<file path="src/host_bus_pkg.sv">
// constants shared by both ends of the host port
// assumes nothing beyond a 50 MHz single clock
package host_bus_pkg;
	localparam int DATA_W = 16;
	localparam int ADDR_W = 8;
	localparam int CLK_MHZ = 50;
	localparam int BOOT_COPY_NS = 2000;
	localparam int BOOT_COPY_CYC = (BOOT_COPY_NS * CLK_MHZ + 999) / 1000;
	localparam int ACC_CYC = 2;
	localparam int HOST_TIMEOUT_CYC = 4000;
	// device-internal register offsets (word index on device address)
	localparam logic [7:0] OFS_ENDIAN = 8'h00;
	localparam logic [7:0] OFS_CONFIG = 8'h01;
	localparam logic [7:0] OFS_SCRATCH = 8'h02;
	localparam logic [7:0] OFS_STATUS = 8'h03;
	localparam logic [15:0] ENDIAN_RST = 16'h0000;
	localparam logic [15:0] CONFIG_RST = 16'h0000;
	localparam logic [15:0] SWAP_BITS = 16'h0101;
	localparam int CFG_WIDE_BIT = 0;
	// host command port offsets
	localparam logic [3:0] HOFS_ADDR = 4'h0;
	localparam logic [3:0] HOFS_WDATA = 4'h1;
	localparam logic [3:0] HOFS_CTRL = 4'h2;
	localparam logic [3:0] HOFS_STATUS = 4'h3;
	localparam logic [3:0] HOFS_RDATA = 4'h4;
	localparam int HCTL_GO = 0;
	localparam int HCTL_WRITE = 1;
	localparam int HCTL_WAITBUSY = 2;
	localparam int HCTL_ID = 3;
	localparam logic [15:0] BUSY_LOW_ON_IDLE = 16'h0000;
endpackage : host_bus_pkg

</file>
<file path="src/host_bus_if.sv">
// parallel host bus joining host and device ends
// resolves the data wire itself from the two enables
`timescale 1ns/10ps
`default_nettype none
interface host_bus_if;
	import host_bus_pkg::*;
	logic ceN;
	logic oeN;
	logic weN;
	logic [ADDR_W-1:0] addr;
	logic [DATA_W-1:0] hostDataOut;
	logic hostDataOe;
	logic [DATA_W-1:0] devDataOut;
	logic devDataOe;
	logic busyN;
	logic [DATA_W-1:0] dataLine;
	// resolved wire: the enabled end drives, host before device if both enable, else pulled high
	assign dataLine = hostDataOe ? hostDataOut : (devDataOe ? devDataOut : 16'hFFFF);
	modport host (output ceN, output oeN, output weN, output addr, output hostDataOut, output hostDataOe,
		input devDataOut, input devDataOe, input busyN, input dataLine);
	modport device (input ceN, input oeN, input weN, input addr, input hostDataOut, input hostDataOe,
		output devDataOut, output devDataOe, output busyN, input dataLine);
endinterface : host_bus_if
`default_nettype wire

</file>
<file path="src/flash_port_dev.sv">
// device end: identity strap, lane order, boot busy, access width
// assumes a shared bus with at most one peer device
//
// Operation
// - two devices share bus, strap differs
// - strap low first device, high second
// - little endian: D[7:0] is low byte
// - swap bits exchange the byte lanes
// - busy low while boot copy runs
// - host may wait on busy first
// - busy never shows flash activity
// - 16-bit default, 32-bit only when configured
// - word mode moves full 16-bit words
// - 32-bit host wires A1 from SA2
// - no wait states without host wait
`timescale 1ns/10ps
`default_nettype none
module flash_port_dev
	import host_bus_pkg::*;
#(
	parameter int BOOT_CYC = BOOT_COPY_CYC
)
(
	input wire logic clk,
	input wire logic resetn,
	host_bus_if.device bus,
	input wire logic identityStrap,
	output logic bootDone,
	output logic wideMode,
	output logic [DATA_W-1:0] scratchWord
);
	typedef enum logic [2:0] {
		BOOT = 3'b001,
		IDLE = 3'b010,
		DRIVE = 3'b100
	} dev_state_e;

	////////////////////////////////////////////////////////////////////////
	// pin synchronisers
	logic [1:0] strapSync_reg;
	logic [1:0] ceSync_reg, oeSync_reg, weSync_reg;
	logic [ADDR_W-1:0] addrS1_reg, addrS2_reg;
	logic [DATA_W-1:0] dataS1_reg, dataS2_reg;
	always_ff @(posedge clk or negedge resetn) begin
		if (!resetn) begin
			strapSync_reg <= 2'h0;
			ceSync_reg <= 2'h3;
			oeSync_reg <= 2'h3;
			weSync_reg <= 2'h3;
			addrS1_reg <= 8'h00;
			addrS2_reg <= 8'h00;
			dataS1_reg <= 16'h0000;
			dataS2_reg <= 16'h0000;
		end else begin
			strapSync_reg <= {strapSync_reg[0], identityStrap};
			ceSync_reg <= {ceSync_reg[0], bus.ceN};
			oeSync_reg <= {oeSync_reg[0], bus.oeN};
			weSync_reg <= {weSync_reg[0], bus.weN};
			addrS1_reg <= bus.addr;
			addrS2_reg <= addrS1_reg;
			dataS1_reg <= bus.dataLine;
			dataS2_reg <= dataS1_reg;
		end
	end

	////////////////////////////////////////////////////////////////////////
	// state and registers
	dev_state_e state_reg, state_next;
	logic [15:0] bootCnt_reg, bootCnt_next;
	logic myId_reg, myId_next;
	logic [15:0] endian_reg, endian_next;
	logic [15:0] config_reg, config_next;
	logic [15:0] scratch_reg, scratch_next;
	logic [15:0] hiHalf_reg, hiHalf_next;
	logic weDly_reg, weDly_next;
	logic [15:0] devOut_reg, devOut_next;
	logic devOe_reg, devOe_next;
	logic busyN_reg, busyN_next;
	logic [DATA_W-1:0] rdCore, rdPin, wrCore;
	logic selected, weFall;

	lane_swap u_swap_rd (
		.swapEn(endian_reg == SWAP_BITS),
		.dIn(rdCore),
		.dOut(rdPin)
	);
	lane_swap u_swap_wr (
		.swapEn(endian_reg == SWAP_BITS),
		.dIn(dataS2_reg),
		.dOut(wrCore)
	);

	// device select: top address bit carries identity
	function automatic logic isMine(input logic [ADDR_W-1:0] a, input logic id);
		return a[ADDR_W-1] == id;
	endfunction : isMine

	always_comb begin
		selected = !ceSync_reg[1] && isMine(addrS2_reg, myId_reg);
		weFall = weDly_reg && !weSync_reg[1];
		unique case (addrS2_reg[1:0])
			OFS_ENDIAN[1:0]: rdCore = endian_reg;
			OFS_CONFIG[1:0]: rdCore = config_reg;
			OFS_SCRATCH[1:0]: rdCore = (config_reg[CFG_WIDE_BIT] && addrS2_reg[2]) ? hiHalf_reg : scratch_reg;
			default: rdCore = {15'h0000, busyN_reg};
		endcase
	end

	always_comb begin
		state_next = state_reg;
		bootCnt_next = bootCnt_reg;
		myId_next = myId_reg;
		endian_next = endian_reg;
		config_next = config_reg;
		scratch_next = scratch_reg;
		hiHalf_next = hiHalf_reg;
		weDly_next = weSync_reg[1];
		devOut_next = devOut_reg;
		devOe_next = 1'b0;
		busyN_next = busyN_reg;
		unique case (state_reg)
			BOOT: begin
				busyN_next = 1'b0;
				myId_next = strapSync_reg[1];
				if (bootCnt_reg >= 16'(BOOT_CYC - 1)) begin
					busyN_next = 1'b1;
					state_next = IDLE;
				end else begin
					bootCnt_next = bootCnt_reg + 16'h0001;
				end
			end
			IDLE, DRIVE: begin
				// busy stays released; flash work never re-asserts it
				busyN_next = 1'b1;
				state_next = IDLE;
				if (selected && weFall) begin
					// whole word only, no byte strobes
					unique case (addrS2_reg[1:0])
						OFS_ENDIAN[1:0]: endian_next = wrCore;
						OFS_CONFIG[1:0]: config_next = wrCore;
						OFS_SCRATCH[1:0]: begin
							if (config_reg[CFG_WIDE_BIT] && addrS2_reg[2])
								hiHalf_next = wrCore;
							else
								scratch_next = wrCore;
						end
						default: ;
					endcase
				end
				if (selected && !oeSync_reg[1]) begin
					devOut_next = rdPin;
					devOe_next = 1'b1;
					state_next = DRIVE;
				end
			end
			default: state_next = BOOT;
		endcase
	end

	always_ff @(posedge clk or negedge resetn) begin
		if (!resetn) begin
			state_reg <= BOOT;
			bootCnt_reg <= 16'h0000;
			myId_reg <= 1'b0;
			endian_reg <= ENDIAN_RST;
			config_reg <= CONFIG_RST;
			scratch_reg <= 16'h0000;
			hiHalf_reg <= 16'h0000;
			weDly_reg <= 1'b1;
			devOut_reg <= 16'h0000;
			devOe_reg <= 1'b0;
			busyN_reg <= 1'b0;
		end else begin
			state_reg <= state_next;
			bootCnt_reg <= bootCnt_next;
			myId_reg <= myId_next;
			endian_reg <= endian_next;
			config_reg <= config_next;
			scratch_reg <= scratch_next;
			hiHalf_reg <= hiHalf_next;
			weDly_reg <= weDly_next;
			devOut_reg <= devOut_next;
			devOe_reg <= devOe_next;
			busyN_reg <= busyN_next;
		end
	end

	////////////////////////////////////////////////////////////////////////
	// outputs
	logic bootDone_reg, wide_reg;
	logic [15:0] scratchOut_reg;
	always_ff @(posedge clk or negedge resetn) begin
		if (!resetn) begin
			bootDone_reg <= 1'b0;
			wide_reg <= 1'b0;
			scratchOut_reg <= 16'h0000;
		end else begin
			bootDone_reg <= busyN_next;
			wide_reg <= config_next[CFG_WIDE_BIT];
			scratchOut_reg <= scratch_next;
		end
	end
	assign bootDone = bootDone_reg;
	assign wideMode = wide_reg;
	assign scratchWord = scratchOut_reg;
	assign bus.devDataOut = devOut_reg;
	assign bus.devDataOe = devOe_reg;
	assign bus.busyN = busyN_reg;
endmodule : flash_port_dev
`default_nettype wire

</file>
<file path="src/lane_swap.sv">
// byte-lane steering between pins and the little-endian core
// assumes combinational use inside one clock domain
`timescale 1ns/10ps
`default_nettype none
module lane_swap
	import host_bus_pkg::*;
(
	input wire logic swapEn,
	input wire logic [DATA_W-1:0] dIn,
	output logic [DATA_W-1:0] dOut
);
	// lane 0 is bits 7:0 and least significant
	always_comb begin
		dOut = swapEn ? {dIn[7:0], dIn[15:8]} : dIn;
	end
endmodule : lane_swap
`default_nettype wire

</file>
<file path="src/flat_wrapper.sv">
// flat-port wrapper written by rule: the top's interface ports become plain ports
module flash_port_dev_flat import host_bus_pkg::*;
#(
	parameter int BOOT_CYC = BOOT_COPY_CYC
)
  (clk, resetn, identityStrap, bootDone, wideMode, scratchWord, bus_ceN, bus_oeN, bus_weN, bus_addr, bus_hostDataOut, bus_hostDataOe, bus_devDataOut, bus_devDataOe, bus_busyN);
  host_bus_if bus_i ();
  input wire logic clk;
  input wire logic resetn;
  input wire logic identityStrap;
  output logic bootDone;
  output logic wideMode;
  output logic [DATA_W-1:0] scratchWord;
  input wire logic [$bits(bus_i.ceN)-1:0] bus_ceN;
  input wire logic [$bits(bus_i.oeN)-1:0] bus_oeN;
  input wire logic [$bits(bus_i.weN)-1:0] bus_weN;
  input wire logic [$bits(bus_i.addr)-1:0] bus_addr;
  input wire logic [$bits(bus_i.hostDataOut)-1:0] bus_hostDataOut;
  input wire logic [$bits(bus_i.hostDataOe)-1:0] bus_hostDataOe;
  output wire logic [$bits(bus_i.devDataOut)-1:0] bus_devDataOut;
  output wire logic [$bits(bus_i.devDataOe)-1:0] bus_devDataOe;
  output wire logic [$bits(bus_i.busyN)-1:0] bus_busyN;
  assign bus_i.ceN = bus_ceN;
  assign bus_i.oeN = bus_oeN;
  assign bus_i.weN = bus_weN;
  assign bus_i.addr = bus_addr;
  assign bus_i.hostDataOut = bus_hostDataOut;
  assign bus_i.hostDataOe = bus_hostDataOe;
  assign bus_devDataOut = bus_i.devDataOut;
  assign bus_devDataOe = bus_i.devDataOe;
  assign bus_busyN = bus_i.busyN;
  flash_port_dev #(.BOOT_CYC(BOOT_CYC)) u_core (.clk(clk), .resetn(resetn), .bus(bus_i), .identityStrap(identityStrap), .bootDone(bootDone), .wideMode(wideMode), .scratchWord(scratchWord));
endmodule
</file>
<file path="config.mk">
export PLATFORM = sky130hd
export DESIGN_NAME = flash_port_dev_flat
export DESIGN_NICKNAME = d
export VERILOG_FILES = /design/src/host_bus_pkg.sv /design/src/host_bus_if.sv /design/src/flash_port_dev.sv /design/src/lane_swap.sv /design/src/flat_wrapper.sv
export SDC_FILE = /design/constraint.sdc
export NUM_CORES = 1
export LEC_CHECK = 0
export BUFFER_PORTS_ARGS = -buffer_cell sky130_fd_sc_hd__buf_4
export CAP_MARGIN = 15
export CORE_MARGIN = 4
export CORE_UTILIZATION = 60
export CTS_BUF_LIST = sky130_fd_sc_hd__clkbuf_16
export CTS_CLUSTER_DIAMETER = 200
export DETAILED_ROUTE_END_ITERATION = 6
export MAX_ROUTING_LAYER = met4
export PLACE_DENSITY = 0.9
export SYNTH_ARGS = -nofsm -noshare
export SYNTH_HDL_FRONTEND = slang
export SYNTH_HIERARCHICAL = 1
export SYNTH_SLANG_ARGS = --single-unit
</file>
<file path="constraint.sdc">
create_clock -name clk -period 4.4 [get_ports clk]
set_input_delay 0.66 -clock clk [delete_from_list [all_inputs] [get_ports clk]]
set_output_delay 0.66 -clock clk [all_outputs]
set_load 0.02 [all_outputs]
</file>
# Word level (Yosys, flattened, before mapping)
# Index checks and enable logic that the tools add are counted.
# word_totals
reg_bits	159
inputBits	31
output_inout_bits	36
word_cells	62
# classes
n_addsub	1
order_cmp	1
n_eq_ne	8
muxes	13
bitwise_logic	2
n_reduce_logical	17
# ops
op	n
16-bit two-way mux	5
16-bit case mux with 3 select lines	1
16-bit by 1-bit adder with 16-bit output, second input constant	1
16-bit by 9-bit equality test with 1-bit output, second input constant	1
16-bit by 7-bit >= comparator with 1-bit output, second input constant	1
4-bit AND reduction	2
3-bit two-way mux	2
3-bit case mux with 2 select lines	1
3-bit AND reduction	2
1-bit logical AND	5
2-bit AND reduction	2
3-bit by 1-bit equality test with 1-bit output, second input constant	1
3-bit by 2-bit equality test with 1-bit output, second input constant	1
3-bit equality test, second input constant	1
1-bit logical NOT	3
1-bit two-way mux	3
2-bit by 1-bit equality test with 1-bit output, second input constant	1
2-bit equality test, second input constant	1
2-bit logical NOT	1
2-bit by 1-bit != test with 1-bit output, second input constant	1
1-bit NOT	2
1-bit case mux with 2 select lines	1
2-bit nonzero test	1
2-bit OR reduction	1
1-bit equality test	1

# Depth between registers and ports, before layout
# Gate-level depths: netlist of run 1.
# logic_depth
word_depth	5
depth_mapped	7
ltp_nobuf	5

# Modules after synthesis
# The synthesis of run 1 kept the hierarchy.
# by_module_without_submodules
module	instances	cells_each	area_per_inst_um2	seq_area_each_um2
flash_port_dev	1	356	5652.9	3788.6
lane_swap	2	18	249.0	0.0
flash_port_dev_flat	1	38	320.3	0.0

# Least setup slack after synthesis of run 1
# OpenSTA, ideal clock, no wires.
# synth_path
path_kind	register to register
from	register u_core.config_reg[0]
to	register u_core.devOut_reg[0] (netlist: u_core/bus.devDataOut[0])
setup_ns	0.125
t_arrival_ns	2.098
required_time_ns	4.275
path_slack_ns	2.177
path_stages_with_launch	6
path_buffers	0
synth_period_minus_slack_ns	2.223
path_cell_list	dfrtp_1 -> nand2_1 -> mux2_2 -> mux4_2 -> mux2_2 -> mux2_2
# synth_via
elab_chain_cells	4
# synth_lines
item	line_no	source
from (decl)	flash_port_dev.sv:72	logic [15:0] config_reg, config_next;
from (signal assigned)	flash_port_dev.sv:178	config_reg <= config_next;
1-bit logical AND	flash_port_dev.sv:104	OFS_SCRATCH[1:0]: rdCore = (config_reg[CFG_WIDE_BIT] && addrS2_reg[2]) ? hiHalf_reg : scratch_reg;
16-bit two-way mux	flash_port_dev.sv:104	
16-bit case mux with 3 select lines (*)	flash_port_dev.sv:101	unique case (addrS2_reg[1:0])
via u_core.rdCore[0]	flash_port_dev.sv:79	logic [DATA_W-1:0] rdCore, rdPin, wrCore;
16-bit two-way mux (*)	lane_swap.sv:14	dOut = swapEn ? {dIn[7:0], dIn[15:8]} : dIn;
via u_core.rdPin[0]	flash_port_dev.sv:79	
to (signal assigned)	flash_port_dev.sv:182	devOut_reg <= devOut_next;
to (decl)	flash_port_dev.sv:76	logic [15:0] devOut_reg, devOut_next;
# The timed path passes the listed nets; every way through them passes the cells marked *.
# A chain may end at the register's enable or synchronous reset.

# Worst setup path in the final report of run 1
# layout_path
from	register u_core.addrS2_reg[0]
to	register u_core.scratchOut_reg[10] (netlist: u_core/scratchWord[10])
# layout_via
elab_chain_cells	2
# layout_lines
item	line_no	source
from (decl)	flash_port_dev.sv:42	logic [ADDR_W-1:0] addrS1_reg, addrS2_reg;
from (signal assigned)	flash_port_dev.sv:60	addrS2_reg <= addrS1_reg;
2-bit equality test	flash_port_dev.sv:138	unique case (addrS2_reg[1:0])
4-bit AND reduction (no line)	-	
to (signal assigned)	flash_port_dev.sv:200	scratchOut_reg <= scratch_next;
to (decl)	flash_port_dev.sv:191	logic [15:0] scratchOut_reg;
# Every way passes these cells.

==> results of run 1 <==
power breakdown:
group / switching (mW) / internal, mW
Combinational: 0.0537 / 0.0378
Sequential: 0.0193 / 1.42
Clock: 0.537 / 0.988
area by class of cell:
| cell class | count | area, sq um | area share |
|---|---|---|---|
| well taps | 136 | 170.2 | 0.02251 |
| repair buffers | 67 | 526.8 | 0.06968 |
| clock inverters | 14 | 192.7 | 0.02549 |
| multi-input cells | 232 | 2396 | 0.3169 |
| inverters | 16 | 60.06 | 0.007944 |
| clock buffers | 17 | 425.4 | 0.05627 |
| flip-flops and latches | 151 | 3789 | 0.5012 |
cells by family (layout without fill, tap and decap cells):
kind of cell	count (synthesis)	count (layout)	share of synthesized area
AO/OA/AOI/OAI	37	37	0.05124
multiplexers	147	147	0.2633
XOR/XNOR	7	7	0.009474
adder cells (fa/ha/maj)	1	1	0.001933
buffers and inverters	47	114	0.04428
flip-flops	151	151	0.5855
AND/OR/NAND/NOR	40	40	0.04427
how the worst max path moves through the flow:
stage                                                 from                                   end  cells after the start
after floorplan           u_core/config_reg[0]$_DFFE_PN0P_  u_core/bus.devDataOut[0]$_DFFE_PN0N_                      5
after global placement      u_core/addrS2_reg[0]$_DFF_PN0_     u_core/scratchWord[1]$_DFFE_PN0P_                      4
after detailed placement    u_core/addrS2_reg[0]$_DFF_PN0_    u_core/scratchWord[10]$_DFFE_PN0P_                      4
after CTS                   u_core/addrS2_reg[0]$_DFF_PN0_    u_core/scratchWord[10]$_DFFE_PN0P_                      4
after global routing        u_core/addrS2_reg[0]$_DFF_PN0_    u_core/scratchWord[10]$_DFFE_PN0P_                      4
final                       u_core/addrS2_reg[0]$_DFF_PN0_    u_core/scratchWord[10]$_DFFE_PN0P_                      4
placed cells by master, fill, tap and decap left out, drive strengths merged:
master and instances:
xor2 1, o21ai 2, nand4 2, and4 2, nor4b 2, nand2 4, inv 19, nand3b 1
xnor2 6, dfrtp 143, mux2i 30, bufinv 5, mux2 116, a41o 1, nor3 3, o22ai 15
buf 67, and3 3, nor2 4, nor3b 3, nand2b 4, nor2b 2, a2bb2oi 14, nand3 5
o21a 3, a21oi 2, clkinvlp 2, clkbuf 17, clkinv 4, ha 1, mux4 1, nor4 5
dfstp 8
metal layers:
metal,up-vias,track usage,part of all wire
met1,1994,0.3083,0.41
met2,149,0.3925,0.51
met3,25,0.05543,0.060
met4,0,0.09408,0.019
met5,-,-,0
li1,1649,-,-
==> results.json, run 1 <==
{
  "core_sq_um": 10420,
  "synth-seq-cells": 151,
  "cap_violations": 0,
  "clk_path_buf_depth": 2,
  "maxSlewViolCount": 0,
  "synth_top_area_cell": "dfrtp_1",
  "cp_slowest_cell": "dfrtp_1",
  "critical-path-top-delay-family": "simple AND/OR/NAND/NOR gates",
  "final_design_area_no_fill_sq_um": 7560,
  "final_util": 0.7258,
  "syn_inst": 430,
  "fin_worst_skew_ns": 0.01096,
  "track_usage": 0.2458,
  "port_buffers": 62,
  "power.density_nw_per_um2": 403.7,
  "finalHoldViolations": 0,
  "cts_resized": 0,
  "slew-limit-headroom": 0.3064,
  "cts_setup_buffers": 0,
  "finalSetupTns_ns": 0,
  "tightestPinTransition_ns": 1.040,
  "max-vdd-ir-drop_uv": 370.6,
  "numCtsBuffers": 17,
  "synthFlopType": "dfrtp_1",
  "place.gp.congestion": 0.7991,
  "initial_core_util": 0.6213,
  "place_ws_ns": 1.569,
  "syn_nets": 462,
  "grt_pass1_wl_mm": 22.77,
  "fin_ws_ns": 1.411,
  "holdWs_ns": 0.1054,
  "drive_gt1_frac": 0.4688,
  "async_flop_share": 1.000,
  "required_ns": 4.69,
  "num_antenna_cells": 0,
  "place_area_sq_um": 6914,
  "rr_worst_depth": 4,
  "reg2reg_setup_slack_ns": 1.41,
  "drtIter0Drc": 254,
  "grt_max_degree": 125,
  "path_buf_inv": 0,
  "p_leak_nw": 3.813,
  "clock_latency_ns": 0.42,
  "syn_area_per_cell_sq_um": 15.05,
  "synth_edf_count": 0,
  "first_global_vias": 4172,
  "area_delta_synth_final_pct": 16.82,
  "ios": 67,
  "hold_class": "in -> async",
  "fin_crit_sh": 0.6793,
  "wire_per_inst_microns": 22.53,
  "cts.sinks": 151,
  "end_kind": "flip-flop",
  "drtPass1Iterations": 5,
  "rsz0062_at_grt": "no",
  "rows": 37,
  "status": "completed",
  "cp.arrival_ns": 3.28,
  "die_area_sq_um": 12510,
  "cts_root_buf": "clkbuf_16",
  "synth_area_sq_um": 6471,
  "grt_overflow_total": 0,
  "yosysWarningCount": 6,
  "synth_seq_area_share": 0.5855,
  "fin_nets": 517,
  "critPathLaunchType": "flip-flop",
  "total_power_mw": 3.052,
  "cts_hold_buf": 0,
  "final_cells": 633,
  "htreeDepth": 4,
  "max_stage_delay_ns": 0.76,
  "synth_top_area_share": 0.5530,
  "synthTopCellsByCount": "dfrtp_1 (143), mux2_2 (96), mux2i_1 (30)",
  "drc": 0,
  "reg2reg_from": "u_core/addrS2_reg[0]$_DFF_PN0_",
  "setup_viol": 0,
  "min_period_ns": 2.989,
  "crit_chain": "nand2b_1 -> nor2_1 -> nand3_2 -> mux2_2",
  "wirelength_mm": 14.26,
  "postRouteAntennaNets": 0,
  "path_clk_slew_ns": 0.06,
  "post-synth-top-count-cell": "dfrtp_1",
  "fmax_mhz": 334.6,
  "r2r-end": "u_core/scratchWord[10]$_DFFE_PN0P_",
  "die_w_microns": 111.9,
  "antenna_found_initial": 0,
  "yosysUniqueCellTypes": 40,
  "yosys-top-cells-area": "dfrtp_1 (55%), mux2_2 (17%), mux2_4 (4.6%), mux2i_1 (4.6%), dfstp_2 (3.2%)",
  "dp_hpwl_mm": 8.526,
  "die_h_microns": 111.9,
  "vias_per_cell": 6.030,
  "critPathKind": "reg -> reg",
  "dp.cells": 601,
  "cts_tree": "built",
  "num_vias": 3817,
  "fill_cells": 603,
  "crit_path_max_fanout": 19
}
No activity file was read; power rests on OpenSTA's default activity.
==> run 2, diff against run 1 <==
- CORE_UTILIZATION: 60 -> 58
- PLACE_DENSITY: 0.9 -> 0.88
- clock period: 4.4 -> 3.08 ns (I/O delays scaled with it)
==> results.json, run 2 (synthesized netlist as in run 1, its figures left out) <==
{
  "tightestPinTransition_ns": 0.7732,
  "place_area_sq_um": 6962,
  "ios": 67,
  "place_ws_ns": 0.7903,
  "cts_root_buf": "clkbuf_16",
  "die_w_microns": 113.6,
  "wirelength_mm": 13.07,
  "first_global_vias": 4036,
  "grt_max_degree": 88,
  "grt_overflow_total": 0,
  "drc": 0,
  "hold_class": "in -> async",
  "finalSetupTns_ns": 0,
  "reg2reg_from": "u_core/endian_reg[14]$_DFFE_PN0P_",
  "required_ns": 3.38,
  "rr_worst_depth": 5,
  "track_usage": 0.2268,
  "cts_setup_buffers": 0,
  "drtPass1Iterations": 4,
  "end_kind": "flip-flop",
  "htreeDepth": 4,
  "crit_chain": "nor4b_1 -> and4_1 -> buf_4 -> mux2_2 -> mux2_2",
  "area_delta_synth_final_pct": 17.03,
  "power.switching_uw": 884.3,
  "final_design_area_no_fill_sq_um": 7574,
  "finalHoldViolations": 0,
  "fin_nets": 520,
  "cts_tree": "built",
  "power.density_nw_per_um2": 567.8,
  "num_antenna_cells": 0,
  "critPathLaunchType": "flip-flop",
  "fin_crit_sh": 0.7469,
  "die_h_microns": 113.6,
  "clock_power_share": 0.494,
  "maxSlewViolCount": 0,
  "numCtsBuffers": 17,
  "place.gp.congestion": 0.7748,
  "max_stage_delay_ns": 0.45,
  "cp_slowest_cell": "mux2_2",
  "core_sq_um": 10890,
  "p_leak_nw": 3.802,
  "path_clk_slew_ns": 0.06,
  "cpMostUsedCell": "mux2_2",
  "rsz0062_at_grt": "no",
  "comb_power_share": 0.031,
  "die_area_sq_um": 12910,
  "fin_worst_skew_ns": 0.008549,
  "fin_ws_ns": 0.7795,
  "status": "completed",
  "clock_latency_ns": 0.42,
  "grt_pass1_wl_mm": 21.82,
  "r2r-end": "u_core/endian_reg[15]$_DFFE_PN0P_",
  "cp.arrival_ns": 2.60,
  "clk_path_buf_depth": 2,
  "dp_hpwl_mm": 8.307,
  "fmax_mhz": 434.7,
  "drive_gt1_frac": 0.4770,
  "rows": 38,
  "seqPwrFrac": 0.475,
  "total_power_mw": 4.300,
  "final_util": 0.6956,
  "cap_violations": 0,
  "slew-limit-headroom": 0.4845,
  "port_buffers": 62,
  "min_period_ns": 2.300,
  "vias_per_cell": 5.817,
  "final_common_cell": "dfrtp_1",
  "setup_viol": 0,
  "wire_per_inst_microns": 20.39,
  "power.internal_mw": 3.416,
  "sw_frac_of_total": 0.2056,
  "cts_hold_buf": 0,
  "cts.sinks": 151,
  "cts_resized": 0,
  "reg2reg_setup_slack_ns": 0.78,
  "final_cell_mix": "dfrtp_1 (143), mux2_2 (96), buf_4 (68), mux2i_1 (30), mux2_4 (20)",
  "initial_core_util": 0.5943,
  "crit_path_max_fanout": 32,
  "drtIter0Drc": 230,
  "postRouteAntennaNets": 0,
  "antenna_found_initial": 0,
  "critPathKind": "reg -> reg",
  "num_vias": 3729,
  "max-vdd-ir-drop_uv": 447.2
}
## run 2: how the worst max path moves through the flow
stage                     cells after the start                              endpoint                              start
after floorplan                               5  u_core/bus.devDataOut[0]$_DFFE_PN0N_   u_core/config_reg[0]$_DFFE_PN0P_
after global placement                        5     u_core/config_reg[13]$_DFFE_PN0P_   u_core/endian_reg[5]$_DFFE_PN0P_
after detailed placement                      5      u_core/config_reg[0]$_DFFE_PN0P_   u_core/endian_reg[5]$_DFFE_PN0P_
after CTS                                     5     u_core/endian_reg[15]$_DFFE_PN0P_   u_core/endian_reg[5]$_DFFE_PN0P_
after global routing                          5     u_core/config_reg[13]$_DFFE_PN0P_  u_core/endian_reg[14]$_DFFE_PN0P_
final                                         5     u_core/endian_reg[15]$_DFFE_PN0P_  u_core/endian_reg[14]$_DFFE_PN0P_
## run 2: worst max-delay path: cells and delay by family, from the launching register on
kind	cells	cell delay, ns
mux	2	0.73
simple gates	2	0.59
buf+inv	1	0.43
flops	1	0.41
## run 2: layout make-up
cell class,instances,area (sq um)
clock buffer,17,425.4
timing repair buffer,70,541.8
tap,140,175.2
inverter,16,60.06
sequential,151,3789
fill,652,3314
multi-input combinational,232,2396
clock inverter,15,186.4
## run 2: through the flow
stage / hold WS [ns] / instances
after global placement: 0.3337 / 609
after detailed placement: 0.3371 / 609
final: 0.1054 / 641
after global routing: 0.1306 / 641
after CTS: 0.1360 / 641
after floorplan: 0.1664 / 430
## run 2: power by group through the flow
stage | registers [mW] | clock network [mW] | logic [mW]
floorplan | 2.07 | 0 | 0.0589
global placement | 2.07 | 0 | 0.130
finish | 2.04 | 2.13 | 0.134
CTS | 2.04 | 2.15 | 0.137
detailed placement | 2.08 | 0 | 0.136
global route | 2.04 | 2.25 | 0.150
## run 2: metal layers
layer	wire (microns)	vias to the layer above	global-route usage	part of all wire
met5	0	-	-	0
met4	185	0	0.07212	0.014
met3	760	17	0.05942	0.058
met2	6426	133	0.3435	0.49
met1	5698	1925	0.3031	0.44
li1	-	1654	-	-
==> run 3, diff against run 2 <==
- clock period: 3.08 -> 2.15 ns (I/O delays scaled with it)
==> results.json, run 3 (synthesized netlist as in run 1, its figures left out) <==
{
  "status": "completed",
  "ios": 67,
  "port_buffers": 62,
  "maxSlewViolCount": 0,
  "finalHoldViolations": 0,
  "cpMostUsedCell": "mux2_2",
  "clock_latency_ns": 0.42,
  "rows": 38,
  "track_usage": 0.2379,
  "grt_overflow_total": 0,
  "cts_tree": "built",
  "grt_pass1_wl_mm": 22.71,
  "power.density_nw_per_um2": 837.3,
  "grt_max_degree": 47,
  "final_design_area_no_fill_sq_um": 7771,
  "initial_core_util": 0.5943,
  "cts.sinks": 151,
  "core_sq_um": 10890,
  "final_cell_mix": "dfrtp_1 (143), mux2_2 (96), buf_4 (74), mux2i_1 (30), mux2_4 (20)",
  "place.gp.congestion": 0.7891,
  "htreeDepth": 4,
  "finalSetupTns_ns": 0,
  "vias_per_cell": 5.775,
  "power.switching_mw": 1.342,
  "cts_setup_buffers": 0,
  "clk_path_buf_depth": 2,
  "place_ws_ns": 0.05489,
  "hold_class": "in -> reg",
  "wirelength_mm": 13.91,
  "final_common_cell": "dfrtp_1",
  "first_global_vias": 4098,
  "wire_per_inst_microns": 21.40,
  "comb_power_share": 0.032,
  "max_stage_delay_ns": 0.40,
  "fin_crit_sh": 0.9755,
  "drtIter0Drc": 273,
  "fmax_mhz": 476.8,
  "end_kind": "flip-flop",
  "path_clk_slew_ns": 0.06,
  "required_ns": 2.44,
  "crit_path_max_fanout": 8,
  "die_h_microns": 113.6,
  "critPathLaunchType": "flip-flop",
  "num_antenna_cells": 0,
  "clock_power_share": 0.519,
  "power.internal_mw": 5.165,
  "slew-limit-headroom": 0.6558,
  "holdWs_ns": 0.01401,
  "cts_root_buf": "clkbuf_16",
  "antenna_found_initial": 0,
  "critPathKind": "reg -> reg",
  "final_cells": 650,
  "fin_nets": 529,
  "sw_frac_of_total": 0.2062,
  "p_leak_nw": 3.906,
  "setup_viol": 0,
  "max-vdd-ir-drop_uv": 876.9,
  "fill_cells": 641,
  "fin_ws_ns": 0.05262,
  "tightestPinTransition_ns": 0.5109,
  "drive_gt1_frac": 0.5020,
  "die_area_sq_um": 12910,
  "cp.arrival_ns": 2.39,
  "num_vias": 3754,
  "drc": 0,
  "dp.cells": 617,
  "place_area_sq_um": 7049,
  "cap_violations": 0,
  "numCtsBuffers": 17,
  "area_delta_synth_final_pct": 20.09,
  "seqPwrFrac": 0.449,
  "dp_hpwl_mm": 8.600,
  "cp_slowest_cell": "dfrtp_1",
  "die_w_microns": 113.6,
  "min_period_ns": 2.097,
  "postRouteAntennaNets": 0,
  "fin_worst_skew_ns": 0.009941,
  "crit_chain": "nor4b_1 -> and4_4 -> buf_4 -> mux2_2 -> mux2_2",
  "drtPass1Iterations": 5
}
[run 3: cell types whose count changed in the layout (fill, tap and decap cells not counted), sizes merged]
cell and delta:
dlygate4sd3 +1, bufinv +2, buf +8, clkinvlp -3, inv +2, clkinv -1
[run 3: stage by stage]
| stage | total power, mW | util |
|---|---|---|
| CTS | 6.537 | 0.7118 |
| global route | 6.677 | 0.7137 |
| global placement | 3.163 | 0.6474 |
| floorplan | 3.045 | - |
| finish | 6.507 | 0.7137 |
| detailed placement | 3.175 | 0.6474 |
[run 3: path summary, 6_finish.rpt]
kind / start / to / slack, ns / cells past startpoint
setup reg to reg: u_core/endian_reg[5]$_DFFE_PN0P_ / u_core/config_reg[15]$_DFFE_PN0P_ / 0.05 / 5
max in group asynchronous: resetn / u_core/weDly_reg$_DFF_PN1_ / 1.04 / 3
setup / recovery: u_core/endian_reg[5]$_DFFE_PN0P_ / u_core/config_reg[15]$_DFFE_PN0P_ / 0.05 / 5
hold reg to reg: u_core/dataS1_reg[2]$_DFF_PN0_ / u_core/dataS2_reg[2]$_DFF_PN0_ / 0.35 / 0
min in group asynchronous: resetn / u_core/scratchWord[6]$_DFFE_PN0P_ / 0.41 / 2
hold / removal: bus_ceN / u_core/ceSync_reg[0]$_DFF_PN1_ / 0.01 / 1
[run 3: timing repair]
item,in CTS,in global routing
hold buffers,1,0
endpoints found under the hold margin,43,0
resized for setup,3,4
setup endpoints to repair,80,43
[run 3: worst max-delay path, delay by kind of cell (launching register included)]
kind | cells | cell delay [ns]
buffers and inverters | 1 | 0.20
AND/OR/NAND/NOR | 2 | 0.70
multiplexers | 2 | 0.68
flip-flops | 1 | 0.40
[run 3: area by class of cell]
type                            instances  area (sq um)  share of cell area
Sequential cell                       151          3789              0.4875
Multi-Input combinational cell        232          2436              0.3135
Timing Repair Buffer                   79         636.9             0.08195
Clock buffer                           17         425.4             0.05474
Clock inverter                         15         249.0             0.03204
Tap cell                              140         175.2             0.02254
Inverter                               16         60.06            0.007728
[run 3: power by group through the flow]
stage	combinational, mW	sequential (mW)	clock, mW
floorplan	0.0844	2.96	0
global route	0.232	2.92	3.52
CTS	0.213	2.92	3.41
detailed placement	0.206	2.97	0
global placement	0.198	2.96	0
finish	0.210	2.92	3.38
[run 3: layer usage]
layer	GRT usage	up-vias	share of wire
met4	0.07452	0	0.012
met3	0.04881	12	0.040
met5	-	-	0
met2	0.3718	96	0.50
li1	-	1671	-
met1	0.3171	1975	0.45
